`config.mk`:
```
export PLATFORM = sky130hd
export DESIGN_NAME = cic_top
export DESIGN_NICKNAME = d
export VERILOG_FILES = /design/src/verilog/cic_pkg.sv /design/src/verilog/cic_top.sv
export SDC_FILE = /design/constraint.sdc
export NUM_CORES = 1
export LEC_CHECK = 0
export ABC_AREA = 1
export BUFFER_PORTS_ARGS = -buffer_cell sky130_fd_sc_hd__buf_2
export CAP_MARGIN = 0
export CORE_MARGIN = 5
export CORE_UTILIZATION = 52
export DETAILED_ROUTE_END_ITERATION = 7
export PLACE_DENSITY = 0.87
export SETUP_SLACK_MARGIN = 0.1
export SLEW_MARGIN = 0
export SYNTH_ARGS = -nofsm -noshare
export SYNTH_HDL_FRONTEND = slang
export SYNTH_SLANG_ARGS = --single-unit
export TNS_END_PERCENT = 10
```
`constraint.sdc`:
```
create_clock -name i_clk_sys -period 2.9 [get_ports i_clk_sys]
set_input_delay 0 -clock i_clk_sys [delete_from_list [all_inputs] [get_ports i_clk_sys]]
set_output_delay 0 -clock i_clk_sys [all_outputs]
set_load 0.03 [all_outputs]
```
`src/verilog/cic_pkg.sv`:
```
// Purpose: constants for the cpu interrupt controller
// Assumes: apb register access, 32-bit data, 8-bit registers in low bits
// Notes:   one aligned word per register
package cic_pkg;
   // register byte addresses
   localparam logic [7:0] CIC_OFS_CORE   = 8'h00;
   localparam logic [7:0] CIC_OFS_PERIPHERAL_ENABLE_ONE   = 8'h04;
   localparam logic [7:0] CIC_OFS_PFLAG  = 8'h08;
   localparam logic [7:0] CIC_OFS_OPTION = 8'h0C;
   localparam logic [7:0] CIC_OFS_SH_W   = 8'h10;
   localparam logic [7:0] CIC_OFS_SH_ST  = 8'h14;
   localparam logic [7:0] CIC_OFS_SH_BSR = 8'h18;
   localparam logic [7:0] CIC_OFS_SH_F0L = 8'h1C;
   localparam logic [7:0] CIC_OFS_SH_F0H = 8'h20;
   localparam logic [7:0] CIC_OFS_SH_F1L = 8'h24;
   localparam logic [7:0] CIC_OFS_SH_F1H = 8'h28;
   localparam logic [7:0] CIC_OFS_SH_PCL = 8'h2C;
   localparam logic [7:0] CIC_OFS_STATE  = 8'h30;
   // core control bit positions
   localparam int CIC_B_GIE  = 7;
   localparam int CIC_B_PERIPH_GROUP_ENABLE = 6;
   localparam int CIC_B_T0IE = 5;
   localparam int CIC_B_EXIE = 4;
   localparam int CIC_B_PCIE = 3;
   localparam int CIC_B_T0IF = 2;
   localparam int CIC_B_EXIF = 1;
   localparam int CIC_B_PCIF = 0;
   // status bits left alone by context save (timeout, powerdown)
   localparam logic [7:0] CIC_ST_KEEP_MASK = 8'h18;
   localparam logic [7:0] CIC_RST_REG      = 8'h00;
   localparam logic [15:0] CIC_VECTOR      = 16'h0004;
   // latency figures in instruction cycles
   localparam int CIC_LAT_SYNC_MIN  = 3;
   localparam int CIC_LAT_SYNC_MAX  = 4;
   localparam int CIC_LAT_ASYNC_MAX = 5;
   localparam int CIC_Q_PHASES      = 4;
   // shadow registers live in data bank 31
   localparam logic [4:0] CIC_SHADOW_BANK = 5'h1F;
endpackage

```
`src/verilog/cic_top.sv`:
```
// Purpose: interrupt control of an 8-bit cpu core, with apb register access
// Assumes: one 10 MHz clock; q phases come from a 4-phase enable counter
// Notes:   the core supplies its live registers, pc and instruction events
//
// The APB interface to the registers and the register offsets were left to the implementer.
`timescale 1ns/10ps
module cic_top
   import cic_pkg::*;
#(
   parameter int PFLAGS = 8
) (
   // clock and reset
   input  wire logic        i_clk_sys,
   input  wire logic        i_rst,
   // apb slave
   input  wire logic        i_psel,
   input  wire logic        i_penable,
   input  wire logic        i_pwrite,
   input  wire logic [7:0]  i_paddr,
   input  wire logic [31:0] i_pwdata,
   output logic             o_pready,
   output logic [31:0]      o_prdata,
   output logic             o_pslverr,
   // event sources
   input  wire logic        i_timer0_ovf,
   input  wire logic        i_ext_pin,
   input  wire logic [7:0]  i_pin_change_flags,
   input  wire logic [7:0]  i_periph_events,
   input  wire logic [7:0]  i_periph_wake_capable,
   input  wire logic        i_pin_change_async,
   // core interface
   input  wire logic        i_instr_done,
   input  wire logic        i_sleeping,
   input  wire logic        i_return_from_interrupt,
   input  wire logic [7:0]  i_live_w,
   input  wire logic [7:0]  i_live_status,
   input  wire logic [7:0]  i_live_bsr,
   input  wire logic [15:0] i_live_fsr0,
   input  wire logic [15:0] i_live_fsr1,
   input  wire logic [7:0]  i_live_pc_high_latch,
   output logic             o_q_phase1,
   output logic             o_flush,
   output logic             o_push_pc,
   output logic             o_pop_pc,
   output logic             o_load_vector,
   output logic [15:0]      o_vector,
   output logic             o_restore,
   output logic [7:0]       o_shadow_w,
   output logic [7:0]       o_shadow_status,
   output logic [7:0]       o_shadow_bsr,
   output logic [15:0]      o_shadow_fsr0,
   output logic [15:0]      o_shadow_fsr1,
   output logic [7:0]       o_shadow_pc_high_latch,
   output logic [4:0]       o_shadow_bank,
   output logic             o_wake,
   output logic             o_irq_pending
);

   initial begin
      if (PFLAGS != 8) $error("cic_top: PFLAGS must be 8");
   end

   typedef enum {
      CIC_RUN,
      CIC_WAIT1,
      CIC_WAIT2,
      CIC_WAKE_STEP
   } cic_state_t;

   typedef struct packed {
      logic [7:0]  core;
      logic [7:0]  peripheral_enable_one;
      logic [7:0]  pflag;
      logic        edge_sel;
      logic        pin_q;
      logic [1:0]  qcnt;
      cic_state_t  st;
      logic [7:0]  sh_w;
      logic [7:0]  sh_st;
      logic [7:0]  sh_bsr;
      logic [15:0] sh_f0;
      logic [15:0] sh_f1;
      logic [7:0]  sh_pcl;
      logic        flush;
      logic        push;
      logic        vect;
      logic        pop;
      logic        rest;
      logic        wake;
      logic [31:0] rdata;
   } cic_regs_t;

   cic_regs_t r;
   cic_regs_t next_r;

   logic       wr;
   logic       rd;
   logic [7:0] wd;
   logic       pin_edge;
   logic       core_req;
   logic       periph_req;
   logic       req;
   logic       wake_src;
   logic       q_edge_ok;

   // apb takes every access in its first access cycle
   assign wr        = i_psel & i_penable & i_pwrite;
   assign rd        = i_psel & i_penable & ~i_pwrite;
   assign wd        = i_pwdata[7:0];
   assign o_pready  = 1'b1;
   assign o_pslverr = 1'b0;

   // pin edge qualified by the select bit; q4 and q1 are both open
   assign q_edge_ok = (r.qcnt == 2'd3) || (r.qcnt == 2'd0);
   assign pin_edge  = r.edge_sel ? (i_ext_pin & ~r.pin_q)
                                 : (~i_ext_pin & r.pin_q);

   // request tree; global enable gating is applied only for vectoring and o_irq_pending
   assign core_req   = (r.core[CIC_B_T0IE] & r.core[CIC_B_T0IF])
                     | (r.core[CIC_B_EXIE] & r.core[CIC_B_EXIF])
                     | (r.core[CIC_B_PCIE] & r.core[CIC_B_PCIF]);
   assign periph_req = r.core[CIC_B_PERIPH_GROUP_ENABLE] & |(r.peripheral_enable_one & r.pflag);
   assign req        = core_req | periph_req;
   // wake only from sources that run without the clock
   assign wake_src   = (r.core[CIC_B_EXIE] & r.core[CIC_B_EXIF])
                     | (i_pin_change_async & r.core[CIC_B_PCIE] & r.core[CIC_B_PCIF])
                     | (r.core[CIC_B_PERIPH_GROUP_ENABLE]
                        & |(r.peripheral_enable_one & r.pflag & i_periph_wake_capable));

   // single next-state process for the whole block
   always_comb begin
      next_r       = r;
      next_r.flush = 1'b0;
      next_r.push  = 1'b0;
      next_r.vect  = 1'b0;
      next_r.pop   = 1'b0;
      next_r.rest  = 1'b0;
      next_r.wake  = 1'b0;
      next_r.qcnt  = r.qcnt + 2'd1;
      next_r.pin_q = i_ext_pin;

      // register writes first, so hardware sets below win over clears
      if (wr) begin
         case (i_paddr)
            CIC_OFS_CORE:   next_r.core[7:1] = wd[7:1];
            CIC_OFS_PERIPHERAL_ENABLE_ONE:   next_r.peripheral_enable_one      = wd;
            CIC_OFS_PFLAG:  next_r.pflag     = wd;
            CIC_OFS_OPTION: next_r.edge_sel  = wd[0];
            CIC_OFS_SH_W:   next_r.sh_w      = wd;
            CIC_OFS_SH_ST:  next_r.sh_st     = wd & ~CIC_ST_KEEP_MASK;
            CIC_OFS_SH_BSR: next_r.sh_bsr    = wd;
            CIC_OFS_SH_F0L: next_r.sh_f0[7:0]  = wd;
            CIC_OFS_SH_F0H: next_r.sh_f0[15:8] = wd;
            CIC_OFS_SH_F1L: next_r.sh_f1[7:0]  = wd;
            CIC_OFS_SH_F1H: next_r.sh_f1[15:8] = wd;
            CIC_OFS_SH_PCL: next_r.sh_pcl    = wd;
            default: ;
         endcase
      end

      // flags set regardless of any enable
      if (i_timer0_ovf) next_r.core[CIC_B_T0IF] = 1'b1;
      if (pin_edge && q_edge_ok) next_r.core[CIC_B_EXIF] = 1'b1;
      else if (pin_edge) next_r.core[CIC_B_EXIF] = 1'b1;
      next_r.pflag = next_r.pflag | i_periph_events;
      // summary flag follows the individual pin-change flags only
      next_r.core[CIC_B_PCIF] = |i_pin_change_flags;

      case (r.st)
         CIC_RUN: begin
            if (i_sleeping && wake_src) begin
               next_r.wake = 1'b1;
               next_r.st   = CIC_WAKE_STEP;
            end else if (i_return_from_interrupt) begin
               next_r.pop  = 1'b1;
               next_r.rest = 1'b1;
               next_r.core[CIC_B_GIE] = 1'b1;
            end else if (i_instr_done && r.core[CIC_B_GIE] && req) begin
               // entry at instruction boundary: latency 3 or 4 cycles
               next_r.flush = 1'b1;
               next_r.push  = 1'b1;
               next_r.core[CIC_B_GIE] = 1'b0;
               next_r.sh_w   = i_live_w;
               next_r.sh_st  = i_live_status & ~CIC_ST_KEEP_MASK;
               next_r.sh_bsr = i_live_bsr;
               next_r.sh_f0  = i_live_fsr0;
               next_r.sh_f1  = i_live_fsr1;
               next_r.sh_pcl = i_live_pc_high_latch;
               next_r.st     = CIC_WAIT1;
            end
            // with global enable clear, flags just wait
         end
         CIC_WAIT1: begin
            if (i_instr_done) next_r.st = CIC_WAIT2;               // forced nop cycle
         end
         CIC_WAIT2: begin
            if (i_instr_done) begin
               next_r.vect = 1'b1;
               next_r.st   = CIC_RUN;
            end
         end
         CIC_WAKE_STEP: begin
            // the instruction after sleep completes before any vectoring
            if (i_instr_done) next_r.st = CIC_RUN;
         end
         default: next_r.st = CIC_RUN;
      endcase

      // read data captured for the access cycle
      next_r.rdata = 32'h0000_0000;
      if (rd || (i_psel && !i_penable)) begin
         case (i_paddr)
            CIC_OFS_CORE:   next_r.rdata[7:0] = r.core;
            CIC_OFS_PERIPHERAL_ENABLE_ONE:   next_r.rdata[7:0] = r.peripheral_enable_one;
            CIC_OFS_PFLAG:  next_r.rdata[7:0] = r.pflag;
            CIC_OFS_OPTION: next_r.rdata[0]   = r.edge_sel;
            CIC_OFS_SH_W:   next_r.rdata[7:0] = r.sh_w;
            CIC_OFS_SH_ST:  next_r.rdata[7:0] = r.sh_st;
            CIC_OFS_SH_BSR: next_r.rdata[7:0] = r.sh_bsr;
            CIC_OFS_SH_F0L: next_r.rdata[7:0] = r.sh_f0[7:0];
            CIC_OFS_SH_F0H: next_r.rdata[7:0] = r.sh_f0[15:8];
            CIC_OFS_SH_F1L: next_r.rdata[7:0] = r.sh_f1[7:0];
            CIC_OFS_SH_F1H: next_r.rdata[7:0] = r.sh_f1[15:8];
            CIC_OFS_SH_PCL: next_r.rdata[7:0] = r.sh_pcl;
            CIC_OFS_STATE:  next_r.rdata[1:0] = r.st[1:0];
            default:        next_r.rdata      = 32'h0000_0000;
         endcase
      end
   end

   // one register for all state; every enable clears on reset
   always_ff @(posedge i_clk_sys) begin
      if (i_rst) begin
         r      <= '0;
         r.st   <= CIC_RUN;
      end else begin
         r <= next_r;
      end
   end

   // outputs from flip-flops, except the decoded q phase and irq pending and the constant vector and bank
   assign o_prdata        = r.rdata;
   assign o_q_phase1      = (r.qcnt == 2'd0);
   assign o_flush         = r.flush;
   assign o_push_pc       = r.push;
   assign o_pop_pc        = r.pop;
   assign o_load_vector   = r.vect;
   assign o_vector        = CIC_VECTOR;
   assign o_restore       = r.rest;
   assign o_shadow_w      = r.sh_w;
   assign o_shadow_status = r.sh_st;
   assign o_shadow_bsr    = r.sh_bsr;
   assign o_shadow_fsr0   = r.sh_f0;
   assign o_shadow_fsr1   = r.sh_f1;
   assign o_shadow_pc_high_latch = r.sh_pcl;
   assign o_shadow_bank   = CIC_SHADOW_BANK;
   assign o_wake          = r.wake;
   assign o_irq_pending   = req & r.core[CIC_B_GIE];

endmodule

```
Word level (Yosys, flattened, before mapping)
Cells that the tools add are included.
{"block": "op_classes", "n_eq_ne": 20, "n_reduce_logical": 30, "n_mux": 36, "bitwise": 27, "add_sub_neg": 1}
{"op": "$mux 98", "n": 2}
{"op": "$mux 66", "n": 2}
{"op": "$mux 32", "n": 3}
{"op": "$pmux 32 s3", "n": 1}
{"op": "$mux 8", "n": 9}
{"op": "$pmux 6 s11", "n": 1}
{"op": "$eq 32x2->1 const B", "n": 2}
{"op": "$mux 64", "n": 1}
{"op": "$eq 8x6->1 const B", "n": 5}
{"op": "$eq 32x1->1 const B", "n": 1}
{"op": "$eq 8x5->1 const B", "n": 4}
{"op": "$logic_not 32->1", "n": 1}
{"op": "$reduce_or 8->1", "n": 3}
{"op": "$and 8x8->8", "n": 2}
{"op": "$eq 8x4->1 const B", "n": 2}
{"op": "$mux 7", "n": 2}
{"op": "$and 1x1->1", "n": 13}
{"op": "$pmux 1 s13", "n": 1}
{"op": "$pmux 1 s12", "n": 1}
{"op": "$mux 1", "n": 11}
{"op": "$reduce_and 2->1", "n": 5}
{"op": "$mux 9", "n": 1}
{"op": "$eq 8x3->1 const B", "n": 1}
{"op": "$logic_not 8->1", "n": 1}
{"op": "19 further kinds", "n": 39}
{"block": "word_totals", "ff_bits": 162, "input_bits": 139}

Depth between registers and ports, before layout
Gate-level depths: netlist (run 1).
{"block": "depth", "word_depth": 9, "ltp_mapped": 12, "depth_no_buf": 12}

Least setup slack after synthesis (run 1)
Ideal clock, no wire load.
{"block": "synth_path", "path_type": "register to register", "start": "register r[141] (netlist bit)", "end": "register r, in the netlist o_shadow_bsr[0]", "slack_ps": 1388, "period_less_slack_ps": 1512, "setup_ps": 60, "path_stages_with_launch": 13, "arrival_time_ps": 1452, "path_cell_list": "dfxtp_1 > nand3_1 > nand2_1 > nor2_1 > nand2_1 > nand2_1 > nand2_1 > a21oi_2 > nand3_2 > nor2_4 > buf_4 > nand2_1 > nand2_1"}
{"block": "synth_via", "elab_chain_len": 9, "word_cells_on_any_way": 14}
{"item": "start, declared", "line": "cic_top.sv:93", "rtl": "cic_regs_t r;"}
{"item": "start signal, assigned", "line": "cic_top.sv:237", "rtl": "r <= next_r;"}
{"item": "$and 8x8->8 (*)", "line": "cic_top.sv:122, cic_top.sv:128"}
{"item": "$reduce_or 8->1", "line": "cic_top.sv:122", "rtl": "assign periph_req = r.core[CIC_B_PERIPH_GROUP_ENABLE] & |(r.peripheral_enable_one & r.pflag);"}
{"item": "$and 1x1->1", "line": "cic_top.sv:122"}
{"item": "$or 1x1->1", "line": "cic_top.sv:123", "rtl": "assign req = core_req | periph_req;"}
{"item": "$logic_and 1x1->1", "line": "cic_top.sv:178", "rtl": "end else if (i_instr_done && r.core[CIC_B_GIE] && req) begin"}
{"item": "$mux 98", "line": "cic_top.sv:178"}
{"item": "$mux 98", "line": "cic_top.sv:174", "rtl": "end else if (i_return_from_interrupt) begin"}
{"item": "$mux 66 (*)", "line": "cic_top.sv:171", "rtl": "if (i_sleeping && wake_src) begin"}
{"item": "$mux 66 (*)", "line": "cic_top.sv:169", "rtl": "case (r.st)"}
Mark *: on every way between the ends. The rest lies on a longest branch, timed or not. The select of a mux whose other input is x is not followed.
A chain may end at the register's enable or synchronous reset.

Worst setup path in the final report (run 1)
{"block": "layout_path", "start": "register r[147] (netlist bit)", "end": "register r, in the netlist o_shadow_fsr0[9]"}
The elaborated chain is that of the path after synthesis.

==> reports/metrics.cfg, run 1 <==
[synth]
synth.cells.most_frequent = 289 x sky130_fd_sc_hd__nand2_1, 128 x sky130_fd_sc_hd__buf_4, 106 x sky130_fd_sc_hd__dfxtp_1
syn-mean-instance-area_sq_um = 6.613
ys_seq_elements = 106
ys.warnings.count = 0
syn-cell-area_sq_um = 6282
synth-edff-count = 0
ys_types = 34
synthMostInstantiatedCell = sky130_fd_sc_hd__nand2_1
synthFlopType = sky130_fd_sc_hd__dfxtp_1
postSynth.asyncResetShare = 0
synth.top_cells.by_area = sky130_fd_sc_hd__dfxtp_1 34%, sky130_fd_sc_hd__nand2_1 17%, sky130_fd_sc_hd__buf_4 15%, sky130_fd_sc_hd__nand3_1 8.4%, sky130_fd_sc_hd__o21ai_0 5.2%
yosys.area.top_type_share = 0.3378
synth_largest_area_cell = sky130_fd_sc_hd__dfxtp_1
seq_area_frac_synth = 0.3378
synth_cells = 950

[route]
wl_met2_um = 9751
drtPass1Iterations = 6
antenna_left = 0
finalWirelength_um = 21340
top_signal_layer_used = met4
routed_via_density = 5.363
detailroute.via_count = 6859
wl_per_cell_um = 16.69
drt_drc_violations_left = 0
drt_first_iter_violations = 927
drt-met1-wl_um = 8284
routed-wl-met3_um = 2176

[worst_hold_path]
hold_class = input port to flop
holdPathStages = 2

[clock_tree]
clock_sinks = 106
tritoncts.num_buffers = 9
insertion_delay_ns = 0.35
cts_htree_levels = 3
cts.repair_timing.setup_buffer_count = 0
tritoncts = done
clock_slew_at_the_register_clock_pins_of_the_worst_setup_and_hold_paths_ns = 0.07
cts_resized = 0
clockRootBuffer = sky130_fd_sc_hd__clkbuf_16
ctsLongestPathBuffers = 2

[critical_path]
timing.critical_path.from_type = flop
crit_top_cell = sky130_fd_sc_hd__nand2_1
setup.worst_path.end_class = flop
wp_buf_inv = 1
worst_r2r_path_depth = 12
timing.critical_path.fanout_max = 42
cp_top_family = simple AND/OR/NAND/NOR gates
setup.worst_path.class = flop to flop
cp_cell_sequence = nand3_1, nand2_1, nor2_1, nand2_1, nand2_1, nand2_1, a21oi_2, nand3_2, nor2_4, buf_12, nand2_1, nand2_1
reg2reg_slack_ns = 0.86
critical_path.max_stage_delay_ns = 0.43
critical_path_arrival_ns = 2.33
critPathRequiredTime_ns = 3.19
critical_path_depth = 12
cp_slowest_cell = sky130_fd_sc_hd__nor2_4

[timing]
worst_pin_slew_ns = 0.6422
clock_period_minus_worst_slack_ns = 2.039
slew_headroom = 0.5719
setup-tns-final_ns = 0
rsz0062_at_grt = false
finalCritPeriodShare = 0.7031
finalSetupViolCount = 0
count_of_endpoints_failing_hold_in_the_final_timing_report = 0
timing.hold.ws_ns = 0.02598
worst_path_setup_slack_after_routing_ns = 0.8609
final.setup_skew_ns = 0.008171
fmaxAchievable_mhz = 490.4
timing_max_transition_violations_final = 0

[floorplanning]
area_of_the_core_region_sq_um = 11910
vert_die_dim_um = 119.9
die_outline_area_sq_um = 14380
io-pin-count = 266
floorplan.rows = 40
start_util = 0.5274
die_w_um = 119.9

[placement]
detail_placement_hpwl_um = 14390
pre_cts_slack_ns = 0.9049
place.gp.congestion = 0.9446
port_buffers = 192
detailed_place.area_sq_um = 6569

[global_route]
grt_antenna_before_repair = 3
grt_max_degree = 64
grt_pass1_wl_um = 32040
grt-ovfl-total = 0
grt_usage = 0.2815
first_global_vias = 6322

[layout]
final_layout_size_suffix_gt1_frac = 0.2101
total_non_filler_cell_area_in_the_finished_layout_sq_um = 7684
post-route-util = 0.6451
syn2layout_area_growth_pct = 22.31
final_nets = 1264

[job]
max-cap-violations = 0

[power_and_ir_drop]
power.density_nw_per_um2 = 406.2
p_leak_nw = 3.982
max-vdd-ir-drop_uv = 242.1

[run_status]
status = complete, no violations

[kinds of logic (layout without fill, tap and decap cells)]
family | count (synthesis) | in the layout | synth area share
AO/OA/AOI/OAI | 136 | 136 | 0.1217
adder cells (fa/ha/maj) | 1 | 1 | 0.001991
buffers and inverters | 234 | 367 | 0.2181
flip-flops | 106 | 106 | 0.3378
other | 2 | 51 | 0.001195
AND/OR/NAND/NOR | 471 | 471 | 0.3193
[metrics by stage]
| stage | cells | total power [W] |
|---|---|---|
| after global routing | 1278 | 0.003219 |
| after CTS | 1275 | 0.003114 |
| after floorplan | 995 | 0.001729 |
| after global placement | 1180 | 0.001796 |
| final | 1279 | 0.003121 |
| after detailed placement | 1180 | 0.001800 |
[per-layer routing]
layer	up-vias	GRT usage
li1	3250	-
met1	3044	0.3496
met2	477	0.4556
met3	88	0.05325
met4	0	0.1625
met5	-	0
[power by group]
part           switching [W]  internal (W)  leakage [nW]  total [W]
clock network       0.000544      0.000712         0.148    0.00126
registers          0.0000117       0.00147         0.858    0.00148
logic               0.000233      0.000149          2.98   0.000382
total               0.000789       0.00233          3.98    0.00312
[final timing paths]
path / startpoint / to
worst max register to register: r[147] / o_shadow_fsr0[9]
worst max-delay path: r[147] / o_shadow_fsr0[9]
worst min-delay path: i_rst / o_pop_pc
worst min register to register: r[134] / r[134]
[registers in the layout (all words and copies together) (netlist names)]
register / flops
r: 30
o_shadow_fsr0: 16
o_shadow_fsr1: 16
o_prdata: 8
o_shadow_bsr: 8
o_shadow_pc_high_latch: 8
o_shadow_status: 8
o_shadow_w: 8
o_flush: 1
o_load_vector: 1
o_pop_pc: 1
o_wake: 1
[layout by cell type, fill, tap and decap left out, types with 26 or more instances in the layout]
| cell type | count |
|---|---|
| sky130_fd_sc_hd__conb_1 | 47 |
| sky130_fd_sc_hd__nor2_1 | 46 |
| sky130_fd_sc_hd__nand2_1 | 289 |
| sky130_fd_sc_hd__a21oi_1 | 26 |
| sky130_fd_sc_hd__o21ai_0 | 65 |
| sky130_fd_sc_hd__nand3_1 | 105 |
| sky130_fd_sc_hd__inv_1 | 61 |
| sky130_fd_sc_hd__dfxtp_1 | 106 |
| sky130_fd_sc_hd__dlygate4sd3_1 | 80 |
| sky130_fd_sc_hd__buf_2 | 192 |
[cell type report]
type	instances	area, sq um
clock buffer	11	252.7
timing repair buffer	280	1834
inverter	72	270.3
clock inverter	4	51.30
sequential	106	2122
multi-input combinational	655	2959
tap	147	183.9
fill	1024	4228
antenna	4	10.01
[timing repair]
item / in CTS / in global routing
hold buffers: 80 / 0
setup endpoints to repair: 0 / 0
hold endpoints to repair: 79 / 0
Power figures use the tool's default switching activity.
==> run 2: changes to the inputs <==
--- a/config.mk
+++ b/config.mk
@@ -9,9 +9,9 @@
 export BUFFER_PORTS_ARGS = -buffer_cell sky130_fd_sc_hd__buf_2
 export CAP_MARGIN = 0
 export CORE_MARGIN = 5
-export CORE_UTILIZATION = 52
+export CORE_UTILIZATION = 49
 export DETAILED_ROUTE_END_ITERATION = 7
-export PLACE_DENSITY = 0.87
+export PLACE_DENSITY = 0.83
 export SETUP_SLACK_MARGIN = 0.1
 export SLEW_MARGIN = 0
 export SYNTH_ARGS = -nofsm -noshare
==> constraint.sdc (replaced) <==
create_clock -name i_clk_sys -period 1.9 [get_ports i_clk_sys]
set_input_delay 0 -clock i_clk_sys [delete_from_list [all_inputs] [get_ports i_clk_sys]]
set_output_delay 0 -clock i_clk_sys [all_outputs]
set_load 0.03 [all_outputs]
==> reports/metrics.cfg, run 2 (synthesis gave the netlist of run 1 again) <==
[clock_tree]
clock_slew_at_the_register_clock_pins_of_the_worst_setup_and_hold_paths_ns = 0.07
ctsLongestPathBuffers = 2
insertion_delay_ns = 0.36
cts_htree_levels = 3
clock_sinks = 106
tritoncts.num_buffers = 9
tritoncts = done
clockRootBuffer = sky130_fd_sc_hd__clkbuf_16

[route]
routed_via_density = 5.198
drtPass1Iterations = 6
antenna_left = 0
drt_drc_violations_left = 0
drt_first_iter_violations = 730
finalWirelength_um = 22830
wl_per_cell_um = 17.35
detailroute.via_count = 6840

[timing]
fmaxAchievable_mhz = 560.8
clock_period_minus_worst_slack_ns = 1.783
finalSetupViolCount = 0
count_of_endpoints_failing_hold_in_the_final_timing_report = 0
slew_headroom = 0.5690
final.setup_skew_ns = 0.008354
timing_max_transition_violations_final = 0
rsz0062_at_grt = true
finalCritPeriodShare = 0.9385
worst_pin_slew_ns = 0.6458
setup-tns-final_ns = 0

[critical_path]
critical_path.max_stage_delay_ns = 0.35
critPathRequiredTime_ns = 2.20
crit_top_cell = sky130_fd_sc_hd__nand2_1
r2r_start = r[140]
cp_slowest_cell = sky130_fd_sc_hd__dfxtp_2
critical_path_arrival_ns = 2.08
cp_cell_sequence = nand3_1, nand2_1, nor2_1, nand2_1, nand2_1, nand2_2, a21oi_4, nand3_4, nor2_4, buf_12, buf_12, nand2_4, nand2_2
setup.worst_path.end_class = flop
setup.worst_path.class = flop to flop
critical_path.endpoint = o_shadow_fsr0[9]
timing.critical_path.fanout_max = 8
timing.critical_path.from_type = flop
worst_r2r_path_depth = 13
startpoint = r[140]
timing.rr.end = o_shadow_fsr0[9]
reg2reg_slack_ns = 0.12

[floorplanning]
area_of_the_core_region_sq_um = 12620
vert_die_dim_um = 123.2
io-pin-count = 266
die_w_um = 123.2
die_outline_area_sq_um = 15190
floorplan.rows = 41
start_util = 0.4978

[placement]
detail_placement_hpwl_um = 14840
place.gp.congestion = 0.9346
dpl.cell_count = 1209
port_buffers = 192

[global_route]
grt_usage = 0.2773
grt-ovfl-total = 0
gr-max-usage-layer = met2
grt_antenna_before_repair = 3
grt_pass1_wl_um = 32200
grt.met1_usage = 0.3481
first_global_vias = 6171
groute.layer.met2.usage = 0.4519
globalRouteMet3Util = 0.06679
grt_max_degree = 64

[layout]
largest_register_ff_count = 30
syn2layout_area_growth_pct = 27.13
most-common-layout-cells = 278 x sky130_fd_sc_hd__nand2_1, 192 x sky130_fd_sc_hd__buf_2, 104 x sky130_fd_sc_hd__nand3_1
fin_cells = 1316
final_layout_size_suffix_gt1_frac = 0.2397
commonest_non_fill_non_tap_cell_in_the_layout = sky130_fd_sc_hd__nand2_1
final_nets = 1278
regMostFlops = r

[power_and_ir_drop]
internal_power_w = 0.003497
power.combinational.fraction = 0.124
power.density_nw_per_um2 = 598.2
sequentialPowerShare = 0.473
max-vdd-ir-drop_uv = 445.6
clkPwrFrac = 0.402
p_leak_nw = 4.119
total_switching_power_w = 0.001280
power.share.switching = 0.2680

[worst_hold_path]
hold_class = input port to flop

[run_status]
status = complete, no violations

[job]
max-cap-violations = 0

## run 2: cell types whose count changed in the layout (fill, tap and decap cells not counted), moves of 3 or more
cell / delta
sky130_fd_sc_hd__nand2_1: -11
sky130_fd_sc_hd__dfxtp_1: -10
sky130_fd_sc_hd__dfxtp_2: +9
sky130_fd_sc_hd__nand2_2: +7
sky130_fd_sc_hd__buf_4: +6
sky130_fd_sc_hd__nand2_4: +4
sky130_fd_sc_hd__buf_12: +3
sky130_fd_sc_hd__clkbuf_16: +3
sky130_fd_sc_hd__diode_2: -3
## run 2: worst min path at each step
| stage | start | end | slack [ns] | cells past startpoint |
|---|---|---|---|---|
| after floorplan | i_rst | o_load_vector | 0.08 | 1 |
| after global placement | i_live_fsr0[10] | o_shadow_fsr0[10] | 0.19 | 3 |
| after detailed placement | i_live_w[0] | o_shadow_w[0] | 0.19 | 3 |
| after CTS | i_psel | o_prdata[1] | 0.08 | 5 |
| after global routing | i_psel | o_prdata[1] | 0.14 | 5 |
| final | i_psel | o_prdata[1] | 0.09 | 5 |
## run 2: layer usage
metal,share of wire,vias up
met5,0.0018,-
met1,0.38,3007
li1,-,3281
met3,0.11,86
met4,0.043,6
met2,0.47,460
## run 2: worst max-delay path, delay by kind of cell (launching register included)
kind | cells | cell delay [ns]
buffers and inverters | 2 | 0.32
AOI/OAI and AO/OA | 1 | 0.19
DFF | 1 | 0.35
and+or+nand+nor | 10 | 0.83
## run 2: layout make-up
cell class / instances / area, sq um
antenna: 1 / 2.502
clock buffer: 9 / 225.2
clock inverter: 7 / 68.82
fill: 1112 / 4633
inverter: 72 / 270.3
multi-input combinational: 655 / 3027
sequential: 106 / 2137
tap: 172 / 215.2
timing repair buffer: 294 / 2041
## run 2: power groups by stage
stage	Clock, W	Sequential, W	Combinational, W
2_1_floorplan	0	0.00231	0.000329
3_3_place_gp	0	0.00231	0.000439
3_5_place_dp	0	0.00231	0.000444
5_1_grt	0.00203	0.00226	0.000632
4_1_cts	0.00192	0.00226	0.000572
6_report	0.00192	0.00226	0.000594
## run 2: per-stage QoR
step	power [W]	worst slack (ns)	util	instance area, sq um	hold WS, ns
2_1_floorplan	0.002639	0.3884	-	6451	0.07777
3_3_place_gp	0.002751	0.1933	0.5264	6643	0.1883
3_5_place_dp	0.002757	0.1810	0.5264	6643	0.1907
4_1_cts	0.004748	0.1643	0.6139	7747	0.08211
5_1_grt	0.004924	0.006382	0.6327	7984	0.1359
6_report	0.004777	0.1168	0.6329	7986	0.08935
## run 2: repair_timing
| item | in CTS | in global routing |
|---|---|---|
| setup buffers | 0 | 4 |
| hold endpoints to repair | 82 | 0 |
| hold buffers | 81 | 0 |
| resized for setup | 0 | 32 |
| setup endpoints to repair | 0 | 66 |
==> run 3: changes to the inputs <==
--- a/config.mk
+++ b/config.mk
@@ -12,6 +12,7 @@
 export CORE_UTILIZATION = 49
 export DETAILED_ROUTE_END_ITERATION = 7
 export PLACE_DENSITY = 0.83
+export RECOVER_POWER = 25
 export SETUP_SLACK_MARGIN = 0.1
 export SLEW_MARGIN = 0
 export SYNTH_ARGS = -nofsm -noshare
==> reports/metrics.cfg, run 3 (synthesis gave the netlist of run 1 again) <==
[clock_tree]
tritoncts = done
clockRootBuffer = sky130_fd_sc_hd__clkbuf_16
clock_slew_at_the_register_clock_pins_of_the_worst_setup_and_hold_paths_ns = 0.07
cts_htree_levels = 3
ctsLongestPathBuffers = 2
clock_sinks = 106
tritoncts.num_buffers = 9
insertion_delay_ns = 0.36

[power_and_ir_drop]
total_power_w = 0.004773
p_leak_nw = 3.935
total_switching_power_w = 0.001277
max-vdd-ir-drop_uv = 440.8
power.combinational.fraction = 0.124
power.density_nw_per_um2 = 601.6
clkPwrFrac = 0.402
internal_power_w = 0.003496
sequentialPowerShare = 0.474
power.share.switching = 0.2675

[layout]
commonest_non_fill_non_tap_cell_in_the_layout = sky130_fd_sc_hd__nand2_1
syn2layout_area_growth_pct = 26.29
final_nets = 1278
largest_register_ff_count = 30
final_layout_size_suffix_gt1_frac = 0.2030
most-common-layout-cells = 278 x sky130_fd_sc_hd__nand2_1, 150 x sky130_fd_sc_hd__buf_2, 104 x sky130_fd_sc_hd__nand3_1
regMostFlops = r

[placement]
port_buffers = 192
place.gp.congestion = 0.9346
detail_placement_hpwl_um = 14840

[route]
wl_met2_um = 10720
drt-met1-wl_um = 8815
routed_via_density = 5.214
routed-wl-met3_um = 2393
drt_first_iter_violations = 798
finalWirelength_um = 22820
top_signal_layer_used = met5
drtPass1Iterations = 5
antenna_left = 0
drt_drc_violations_left = 0
detailroute.via_count = 6861
wl_per_cell_um = 17.34

[timing]
setup-tns-final_ns = 0
finalSetupViolCount = 0
rsz0062_at_grt = true
timing_max_transition_violations_final = 0
fmaxAchievable_mhz = 562.7
clock_period_minus_worst_slack_ns = 1.777
count_of_endpoints_failing_hold_in_the_final_timing_report = 0
timing.hold.ws_ns = 0.08386
final.setup_skew_ns = 0.006070
slew_headroom = 0.5742
worst_pin_slew_ns = 0.6380
finalCritPeriodShare = 0.9354

[critical_path]
crit_top_cell = sky130_fd_sc_hd__nand2_1
setup.worst_path.class = flop to flop
setup.worst_path.end_class = flop
cp_cell_sequence = nand3_1, nand2_1, nor2_1, nand2_1, nand2_1, nand2_2, a21oi_4, nand3_4, nor2_4, buf_12, buf_12, nand2_1, nand2_1
timing.critical_path.fanout_max = 8
critical_path.max_stage_delay_ns = 0.35
critical_path_arrival_ns = 2.08
cp_slowest_cell = sky130_fd_sc_hd__dfxtp_2
wp_buf_inv = 2
critPathRequiredTime_ns = 2.20
cp_top_family = simple AND/OR/NAND/NOR gates
timing.critical_path.from_type = flop

[worst_hold_path]
hold_class = input port to flop

[global_route]
first_global_vias = 6171
grt-ovfl-total = 0
grt_pass1_wl_um = 32200
grt_max_degree = 64
grt_antenna_before_repair = 3
grt_usage = 0.2773

[run_status]
status = complete, no violations

[job]
max-cap-violations = 0

[floorplanning]
io-pin-count = 266
area_of_the_core_region_sq_um = 12620
start_util = 0.4978
vert_die_dim_um = 123.2
die_outline_area_sq_um = 15190
floorplan.rows = 41
die_w_um = 123.2

-- run 3: layer usage --
layer | vias to the layer above | global-route usage
li1 | 3280 | -
met1 | 3058 | 0.3481
met2 | 445 | 0.4519
met3 | 72 | 0.06679
met4 | 6 | 0.1232
met5 | - | 0
-- run 3: path summary, 6_finish.rpt --
path	from	to	slack, ns	cells after the start
setup / recovery	r[140]	o_shadow_fsr1[10]	0.12	13
hold / removal	i_psel	o_prdata[1]	0.08	5
setup reg to reg	r[140]	o_shadow_fsr1[10]	0.12	13
hold reg to reg	r[134]	r[134]	0.41	1
-- run 3: timing repair --
action | 4_1_cts | 5_1_grt
hold buffers | 81 | 0
endpoints found under the hold margin | 82 | 0
setup endpoints to repair | 0 | 66
setup buffers | 0 | 4
resized for setup | 0 | 32
-- run 3: through the flow --
stage / instance area, sq um / cells / setup WS [ns] / utilization
after floorplan: 6451 / 995 / 0.3884 / -
after global placement: 6643 / 1209 / 0.1933 / 0.5264
after detailed placement: 6643 / 1209 / 0.1810 / 0.5264
after CTS: 7747 / 1306 / 0.1643 / 0.6139
after global routing: 7931 / 1315 / 0.006382 / 0.6285
final: 7934 / 1316 / 0.1227 / 0.6287
-- run 3: cell type report --
cell class              count  area (sq um)
multi-input cells         655          3027
fillers                  1138          4686
repair buffers            294          1988
flip-flops and latches    106          2137
diodes                      1         2.502
clock buffers               9         225.2
well taps                 172         215.2
inverters                  72         270.3
clock inverters             7         68.82
-- run 3: power groups by stage --
stage | sequential, W | combinational (W) | clock [W]
final | 0.00226 | 0.000593 | 0.00192
after global routing | 0.00226 | 0.000631 | 0.00203
after global placement | 0.00231 | 0.000439 | 0
after CTS | 0.00226 | 0.000572 | 0.00192
after detailed placement | 0.00231 | 0.000444 | 0
after floorplan | 0.00231 | 0.000329 | 0
-- run 3: worst register-to-register path, stage by stage, from the launching register on --
cell                      delay (ns)
sky130_fd_sc_hd__dfxtp_2        0.35
sky130_fd_sc_hd__nand3_1        0.08
sky130_fd_sc_hd__nand2_1        0.05
sky130_fd_sc_hd__nor2_1         0.09
sky130_fd_sc_hd__nand2_1        0.07
sky130_fd_sc_hd__nand2_1        0.07
sky130_fd_sc_hd__nand2_2        0.08
sky130_fd_sc_hd__a21oi_4        0.19
sky130_fd_sc_hd__nand3_4        0.11
sky130_fd_sc_hd__nor2_4         0.15
sky130_fd_sc_hd__buf_12         0.16
sky130_fd_sc_hd__buf_12         0.17
sky130_fd_sc_hd__nand2_1        0.08
sky130_fd_sc_hd__nand2_1        0.06
